### src/mdcr_pkg.sv
// Purpose: constants for the metering datapath configuration register bank
// Assumes: registers reached over a 32-bit word access port, 16-bit register addresses
// Notes: offsets are register addresses as printed
package mdcr_pkg;
  // ==========================================================
  // register addresses
  localparam logic [15:0] ADDR_DATAPATH_CONFIG = 16'h0020;
  localparam logic [15:0] ADDR_CHAN_B_GAIN = 16'h0023;
  localparam logic [15:0] ADDR_AUTOCAL_CONFIG = 16'h0030;
  // ==========================================================
  // datapath_config field positions
  localparam int POS_HIGHPASS_BYPASS_ALL = 0;
  localparam int POS_CFG_SPARE = 1;
  localparam int POS_CHAN_B_INTEGRATOR_ON = 2;
  localparam int POS_ZERO_CROSS_SOURCE = 3;
  localparam int POS_OVERCURRENT_RMS_SOURCE = 4;
  localparam int POS_NOMINAL_VOLTAGE_USE = 5;
  localparam int POS_ACTIVE_LPF_BYPASS = 7;
  localparam int POS_REACTIVE_LPF_BYPASS = 8;
  // ==========================================================
  // autocal_config field positions
  localparam int POS_CALIBRATION_MODE_GATE = 0;
  localparam int POS_CAL_RUN = 1;
  localparam int POS_CHAN_A_CAL_POWER_MODE = 2;
  localparam int POS_CHAN_B_CAL_POWER_MODE = 3;
  localparam int POS_CHAN_A_CAL_ENABLE = 4;
  localparam int POS_CHAN_B_CAL_ENABLE = 5;
  localparam int POS_VOLTAGE_CAL_ENABLE = 6;
  // ==========================================================
  // writable masks and reset values
  localparam logic [31:0] MASK_DATAPATH_CONFIG = 32'h0000_01BF;
  localparam logic [31:0] MASK_CHAN_B_GAIN = 32'h0000_0003;
  localparam logic [31:0] MASK_AUTOCAL_CONFIG = 32'h0000_007F;
  localparam logic [31:0] RST_DATAPATH_CONFIG = 32'h0000_0000;
  localparam logic [31:0] RST_CHAN_B_GAIN = 32'h0000_0000;
  localparam logic [31:0] RST_AUTOCAL_CONFIG = 32'h0000_0000;
  // ==========================================================
  // gain codes
  typedef enum logic [1:0]
  {
    MDCR_GAIN_X1 = 2'b00,
    MDCR_GAIN_X2 = 2'b01,
    MDCR_GAIN_X4 = 2'b10
  } mdcr_gain_t;
  localparam logic [2:0] GAIN_FACTOR_X1 = 3'h1;
  localparam logic [2:0] GAIN_FACTOR_X2 = 3'h2;
  localparam logic [2:0] GAIN_FACTOR_X4 = 3'h4;
endpackage

### src/mdcr_word_reg.sv
// Purpose: one masked read/write configuration word
// Assumes: synchronous active-high reset
// Notes: bits outside the mask hold zero
`timescale 1ns/100ps
`default_nettype none
module mdcr_word_reg
#(
  parameter logic [31:0] MASK = 32'h0000_0000,
  parameter logic [31:0] RESET_VALUE = 32'h0000_0000
)
(
  input wire logic i_clk_sys,
  input wire logic i_rst,
  input wire logic i_wr,
  input wire logic [31:0] i_wdata,
  output logic [31:0] o_value
);
  // ==========================================================
  // storage: only mask bits are writable
  always_ff @(posedge i_clk_sys)
  begin
    if (i_rst)
    begin
      o_value <= RESET_VALUE;
    end
    else if (i_wr)
    begin
      o_value <= i_wdata & MASK;
    end
  end
endmodule
`default_nettype wire

### src/mdcr_regs.sv
// Purpose: configuration registers steering the metering datapath
// Assumes: access port delivers one-cycle read/write strobes with address
// Notes: read data registered, one cycle after the read strobe
`timescale 1ns/100ps
`default_nettype none
module mdcr_regs
(
  input wire logic i_clk_sys,
  input wire logic i_rst,
  input wire logic i_wr,
  input wire logic i_rd,
  input wire logic [15:0] i_addr,
  input wire logic [31:0] i_wdata,
  output logic [31:0] o_rdata,
  output logic o_rvalid,
  output logic o_reactive_lpf_bypass,
  output logic o_active_lpf_bypass,
  output logic o_nominal_voltage_use,
  output logic o_overcurrent_rms_source,
  output logic o_zero_cross_source,
  output logic o_chan_b_integrator_on,
  output logic o_highpass_bypass_all,
  output logic [1:0] o_chan_b_amp_gain,
  output logic [2:0] o_chan_b_gain_factor,
  output logic o_voltage_cal_enable,
  output logic o_chan_b_cal_enable,
  output logic o_chan_a_cal_enable,
  output logic o_chan_b_cal_power_mode,
  output logic o_chan_a_cal_power_mode,
  output logic o_cal_run,
  output logic o_calibration_mode_gate,
  output logic o_cal_active
);
  logic [31:0] datapath_config;
  logic [31:0] chan_b_gain;
  logic [31:0] autocal_config;
  logic gate;
  logic wr_cfg;
  logic wr_gain;
  logic wr_cal;
  logic [31:0] next_rdata;
  logic hit_cfg;
  logic hit_gain;
  logic hit_cal;
  logic [2:0] next_gain_factor;
  logic [2:0] gain_factor;
  logic cal_active;

  // calibration mode bit gates the datapath words
  assign gate = autocal_config[mdcr_pkg::POS_CALIBRATION_MODE_GATE];

  // ==========================================================
  // address decode, one hit per mapped word
  // unmapped addresses hit nothing, so writes drop and reads give zero
  always_comb
  begin
    hit_cfg = 1'b0;
    hit_gain = 1'b0;
    hit_cal = 1'b0;
    case (i_addr)
      mdcr_pkg::ADDR_DATAPATH_CONFIG: hit_cfg = 1'b1;
      mdcr_pkg::ADDR_CHAN_B_GAIN: hit_gain = 1'b1;
      mdcr_pkg::ADDR_AUTOCAL_CONFIG: hit_cal = 1'b1;
      default: hit_cal = 1'b0;
    endcase
  end

  // ==========================================================
  // write decode
  // gate blocks datapath registers
  // calibration word stays open, else software could never leave the gate
  assign wr_cfg = i_wr && !gate && hit_cfg;
  assign wr_gain = i_wr && !gate && hit_gain;
  assign wr_cal = i_wr && hit_cal;

  // ==========================================================
  // register words
  // datapath config word
  mdcr_word_reg #(
    .MASK(mdcr_pkg::MASK_DATAPATH_CONFIG),
    .RESET_VALUE(mdcr_pkg::RST_DATAPATH_CONFIG)
  ) u_cfg (
    .i_clk_sys(i_clk_sys),
    .i_rst(i_rst),
    .i_wr(wr_cfg),
    .i_wdata(i_wdata),
    .o_value(datapath_config)
  );

  mdcr_word_reg #(
    .MASK(mdcr_pkg::MASK_CHAN_B_GAIN),
    .RESET_VALUE(mdcr_pkg::RST_CHAN_B_GAIN)
  ) u_gain (
    .i_clk_sys(i_clk_sys),
    .i_rst(i_rst),
    .i_wr(wr_gain),
    .i_wdata(i_wdata),
    .o_value(chan_b_gain)
  );

  mdcr_word_reg #(
    .MASK(mdcr_pkg::MASK_AUTOCAL_CONFIG),
    .RESET_VALUE(mdcr_pkg::RST_AUTOCAL_CONFIG)
  ) u_cal (
    .i_clk_sys(i_clk_sys),
    .i_rst(i_rst),
    .i_wr(wr_cal),
    .i_wdata(i_wdata),
    .o_value(autocal_config)
  );

  // ==========================================================
  // read mux, reads of gated registers return zero
  always_comb
  begin
    next_rdata = 32'h0000_0000;
    case (i_addr)
      mdcr_pkg::ADDR_DATAPATH_CONFIG: next_rdata = gate ? 32'h0000_0000 : datapath_config;
      mdcr_pkg::ADDR_CHAN_B_GAIN: next_rdata = gate ? 32'h0000_0000 : chan_b_gain;
      mdcr_pkg::ADDR_AUTOCAL_CONFIG: next_rdata = autocal_config;
      default: next_rdata = 32'h0000_0000;
    endcase
  end

  // read data register, held until the next read
  // a read beside a write in one cycle returns the old word
  always_ff @(posedge i_clk_sys)
  begin
    if (i_rst)
    begin
      o_rdata <= 32'h0000_0000;
      o_rvalid <= 1'b0;
    end
    else
    begin
      o_rvalid <= i_rd;
      if (i_rd)
      begin
        o_rdata <= next_rdata;
      end
    end
  end

  // ==========================================================
  // datapath controls
  // each control is a plain bit of a stored word, so it comes from a flop
  // lpf bypasses
  assign o_reactive_lpf_bypass = datapath_config[mdcr_pkg::POS_REACTIVE_LPF_BYPASS];
  assign o_active_lpf_bypass = datapath_config[mdcr_pkg::POS_ACTIVE_LPF_BYPASS];
  assign o_nominal_voltage_use = datapath_config[mdcr_pkg::POS_NOMINAL_VOLTAGE_USE];
  assign o_overcurrent_rms_source = datapath_config[mdcr_pkg::POS_OVERCURRENT_RMS_SOURCE];
  assign o_zero_cross_source = datapath_config[mdcr_pkg::POS_ZERO_CROSS_SOURCE];
  assign o_chan_b_integrator_on = datapath_config[mdcr_pkg::POS_CHAN_B_INTEGRATOR_ON];
  assign o_highpass_bypass_all = datapath_config[mdcr_pkg::POS_HIGHPASS_BYPASS_ALL];

  // ==========================================================
  // channel B gain
  // gain code and decoded factor
  assign o_chan_b_amp_gain = chan_b_gain[1:0];
  // decode the incoming code; unused code 3 falls back to unity
  always_comb
  begin
    next_gain_factor = mdcr_pkg::GAIN_FACTOR_X1;
    case (i_wdata[1:0])
      mdcr_pkg::MDCR_GAIN_X2: next_gain_factor = mdcr_pkg::GAIN_FACTOR_X2;
      mdcr_pkg::MDCR_GAIN_X4: next_gain_factor = mdcr_pkg::GAIN_FACTOR_X4;
      default: next_gain_factor = mdcr_pkg::GAIN_FACTOR_X1;
    endcase
  end

  // factor flop loads with the code, so both change on the same edge
  always_ff @(posedge i_clk_sys)
  begin
    if (i_rst)
    begin
      gain_factor <= mdcr_pkg::GAIN_FACTOR_X1;
    end
    else if (wr_gain)
    begin
      gain_factor <= next_gain_factor;
    end
  end
  assign o_chan_b_gain_factor = gain_factor;

  // ==========================================================
  // calibration controls
  // per-channel calibration enables
  assign o_voltage_cal_enable = autocal_config[mdcr_pkg::POS_VOLTAGE_CAL_ENABLE];
  assign o_chan_b_cal_enable = autocal_config[mdcr_pkg::POS_CHAN_B_CAL_ENABLE];
  assign o_chan_a_cal_enable = autocal_config[mdcr_pkg::POS_CHAN_A_CAL_ENABLE];
  assign o_chan_b_cal_power_mode = autocal_config[mdcr_pkg::POS_CHAN_B_CAL_POWER_MODE];
  assign o_chan_a_cal_power_mode = autocal_config[mdcr_pkg::POS_CHAN_A_CAL_POWER_MODE];
  assign o_cal_run = autocal_config[mdcr_pkg::POS_CAL_RUN];
  assign o_calibration_mode_gate = gate;

  // run only when gated
  // run and gate arrive in one word, so their product is loaded with it
  always_ff @(posedge i_clk_sys)
  begin
    if (i_rst)
    begin
      cal_active <= 1'b0;
    end
    else if (wr_cal)
    begin
      cal_active <= i_wdata[mdcr_pkg::POS_CAL_RUN]
        && i_wdata[mdcr_pkg::POS_CALIBRATION_MODE_GATE];
    end
  end
  assign o_cal_active = cal_active;
endmodule
`default_nettype wire

### config.mk
export PLATFORM = sky130hd
export DESIGN_NAME = mdcr_regs
export DESIGN_NICKNAME = d
export VERILOG_FILES = /design/src/mdcr_pkg.sv /design/src/mdcr_word_reg.sv /design/src/mdcr_regs.sv
export SDC_FILE = /design/constraint.sdc
export NUM_CORES = 1
export LEC_CHECK = 0
export ABC_CLOCK_PERIOD_IN_PS = 3100
export BUFFER_PORTS_ARGS = -buffer_cell sky130_fd_sc_hd__buf_2
export CAP_MARGIN = 20
export CORE_UTILIZATION = 35
export DETAILED_ROUTE_END_ITERATION = 10
export HOLD_SLACK_MARGIN = 0.12
export PLACE_DENSITY = 0.79
export RECOVER_POWER = 50
export SLEW_MARGIN = 20
export SYNTH_ARGS = -nofsm -noshare
export SYNTH_HDL_FRONTEND = slang
export SYNTH_SLANG_ARGS = --single-unit
### constraint.sdc
create_clock -name i_clk_sys -period 3.1 [get_ports i_clk_sys]
set_input_delay 0.62 -clock i_clk_sys [delete_from_list [all_inputs] [get_ports i_clk_sys]]
set_output_delay 0.62 -clock i_clk_sys [all_outputs]
set_load 0.01 [all_outputs]
==> results by group <==
Status
  • Status: complete, no violations

Floorplan
  • Row Count: 24
  • Starting density of the core: 37.4%
  • Die H: slightly above 70 um
  • Die Span X: a little over 70 um
  • Die area: 5100 um2
  • Placeable Area: 4500 um2
  • Number of top-level pins: 105

Clocking
  • Hold Buf Count CTS: 0
  • H-tree levels: 2
  • Cts repair resizes: 0
  • Post-CTS setup buffer count: 0
  • CTS tree: done
  • Root buffer cell: clkbuf_8
  • Num CTS Buffers: 5
  • Clock transition at the registers of the reported paths: ~60 ps
  • Clock sinks: 31
  • CTS max path bufs: 2
  • Clk_lat worst skew: around 290 ps

Detailed routing
  • Routed length per placed instance: around 14 um
  • Vias: 1580
  • Starting DRT DRC Count: 109
  • Post-DR vias/cell: 5.27
  • DRT antenna net count: 0
  • Drt drc: 0
  • Total wire length: 4230 um
  • Initial DRT Pass Iterations: 4

STA
  • Final Cycle Share: 62.6%
  • Worst-margin pin slew: between 1000 and 1500 ps
  • Hold Vio Cnt, Final: 0
  • Final setup viols: 0
  • Final clock skew: roughly 4.1 ps
  • Slew Viols, Final: 0
  • Rel. slew slack: a little under a quarter
  • Fmax: 0.515 GHz
  • Fin crit period: 1940 ps
  • RSZ-0062 raised after global routing: false
  • Fin Setup TNS: 0 ps

Global route
  • Pin count of the biggest net entering global routing: 27
  • Vias in the first global route: 1436
  • Initial antenna violation count: 0
  • GRT Overall Usage: 17.3%
  • Grt ovf: 0
  • First-pass GRT wire length: 6790 um

Final layout
  • Fin nets: 302
  • Area Growth Syn to Fin: 15.2%
  • Final instance area: 1940 um2
  • Proportion of layout cells with a drive suffix above 1: between 10% and 20%
  • ANT cells: 0

Setup path
  • Worst Setup EP: o_rdata[2]
  • FF-to-FF End: u_cfg.o_value[8]
  • Reg2reg path depth: 4
  • Crit path DAT: ~2200 ps
  • Crit. End Element: flip-flop
  • Reg2Reg Setup Slack: 1460 ps
  • WP buf/inv: 1
  • Slowest CP cell: and3_1
  • Setup crit start kind: primary input
  • Critical-path cell list: buf_2 > nor4_4 > and3_1 > nand4b_2 > o21ai_1
  • Crit path from: i_addr[9]
  • Critical setup path kind: in -> reg
  • Slowest stage delay, CP: slightly above 600 ps
  • Top delay family on crit path: simple AND/OR/NAND/NOR gates
  • Worst EP required: 3320 ps
  • Worst r2r src: u_cal.o_value[0]
  • Stages on the worst setup path: 5
  • Worst-path fanout max: 15

Yosys
  • Compound-Gate Fraction of Synth Area: between 20% and 30%
  • Adder-cell area share of the yosys netlist: 2.23%
  • Area of the mapped netlist: 1690 um2
  • Synth top area cells: dfxtp_1, buf_4, a21oi_1
  • EDFF count, synth: 0
  • Predominant post-synthesis flop cell: dfxtp_1
  • Post-synth cell types: 34
  • Synthesized area per cell: 8.65 um2
  • Ys async rst share: 0%
  • Synth Area in XOR/XNOR: 0%
  • Post-synth top area share: 36.8%
  • Post-Synth Simple-Gate Area: between 20% and 30%
  • Sequential area share after synthesis: 36.8%
  • #FFs+latches synth: 31
  • Mux share of post-synthesis cell area: 0%
  • Cells after Synth: just under 200
  • Largest family of logic cells by synthesized area: simple AND/OR/NAND/NOR gates
  • Leading area contributor after synthesis: dfxtp_1
  • Yosys warning total: 0

Place
  • Hpwl dp: 3130 um
  • Final Wtd Congestion: roughly 0.83
  • Placed cell areas: 1880 um2
  • IO Port Bufs: 58

Run
  • MaxCap Viol Count: 0

Power and ir drop
  • Leak pwr: roughly 0.00073 uW
  • Pwr per Cell Area: 421 nW/um2
  • Maximum vdd ir drop: between 150 and 200 uV

Worst hold path
  • Worst hold path type: reg -> reg
==> tightest hold or removal path, cell delays in order, from the launching register on <==
cell	delay, ps
dfxtp_1	310
nand2_1	50
o21ai_1	50
==> cell usage after synthesis (all sizes together), types with 4 or more instances <==
cell / number
a21oi: 24
and2: 7
nand3: 15
nand4: 15
clkbuf: 6
dfxtp: 31
nor4: 4
a22o: 4
a32oi: 4
buf: 30
nand2: 5
o21ai: 24
==> layer usage <==
layer,wire length [um],up-vias,global-route usage [%]
li1,-,772,-
met1,1860,736,21.1
met2,2030,66,28.5
met3,284,6,4.08
met4,53,0,8.44
met5,0,-,0
==> logic make-up (layout without fill, tap and decap cells) <==
logic type / Yosys count / in the layout
other: 1 / 23
AOI/OAI and AO/OA: 60 / 60
adders and majority gates: 3 / 3
buffers and inverters: 39 / 70
and+or+nand+nor: 61 / 61
DFF: 31 / 31
==> stage by stage <==
step	utilization [%]	cells	hold slack, ps	power (uW)	setup WS [ps]
finish	43.1	300	451	818	1160
global route	43.1	300	477	852	999
CTS	44.0	300	450	827	1150
detailed placement	41.8	292	442	477	845
global placement	41.8	292	438	476	889
floorplan	-	217	450	465	1410
==> final cells by class <==
| cell class | count | area, um2 |
|---|---|---|
| inverter | 3 | 11.3 |
| sequential | 31 | 621 |
| clock buffer | 8 | 100 |
| fill | 458 | 2560 |
| timing repair buffer | 59 | 260 |
| tap | 52 | 65.1 |
| multi-input combinational | 147 | 886 |
==> power by group <==
part / switching, uW / leakage (uW) / internal, uW
Combinational: 47.9 / 0.000426 / 21.0
Clock: 148 / 0.0000515 / 202
Sequential: 0.128 / 0.000250 / 399
Total: 196 / 0.000728 / 622
==> sequential cells by signal, indices dropped and copies added (netlist names) <==
register	count
u_cal.o_value	7
o_chan_b_gain_factor	3
u_cfg.o_value	8
u_gain.o_value	2
o_rdata	9
o_cal_active	1
o_rvalid	1
==> worst min path at each step <==
stage                     startpoint                to  slack, ps  cells after the start
finish                    o_rdata[2]        o_rdata[2]        450                      2
global route              o_rdata[5]        o_rdata[5]        480                      2
CTS                       o_rdata[2]        o_rdata[2]        450                      2
detailed placement        o_rdata[2]        o_rdata[2]        440                      2
global placement          o_rdata[3]        o_rdata[3]        440                      2
floorplan           u_cfg.o_value[1]  u_cfg.o_value[1]        450                      2
==> cells in the final DEF (no fill, tap or decap), types with 2 or more instances in the layout <==
cell and instances:
clkbuf_1 31, dfxtp_1 31, buf_2 28, a21oi_1 23
conb_1 23, o21ai_0 20, nand3_1 15, nand4_1 14
and2_1 7, clkbuf_8 7, nand2_1 5, a32oi_1 4
o21ai_1 4, a22o_1 4, inv_1 3, nor2_1 3
and3_1 3, nand2b_1 3, ha_1 3, nor4_4 2
nor4_2 2, nor3_1 2
(Power assumes the default switching activity.)
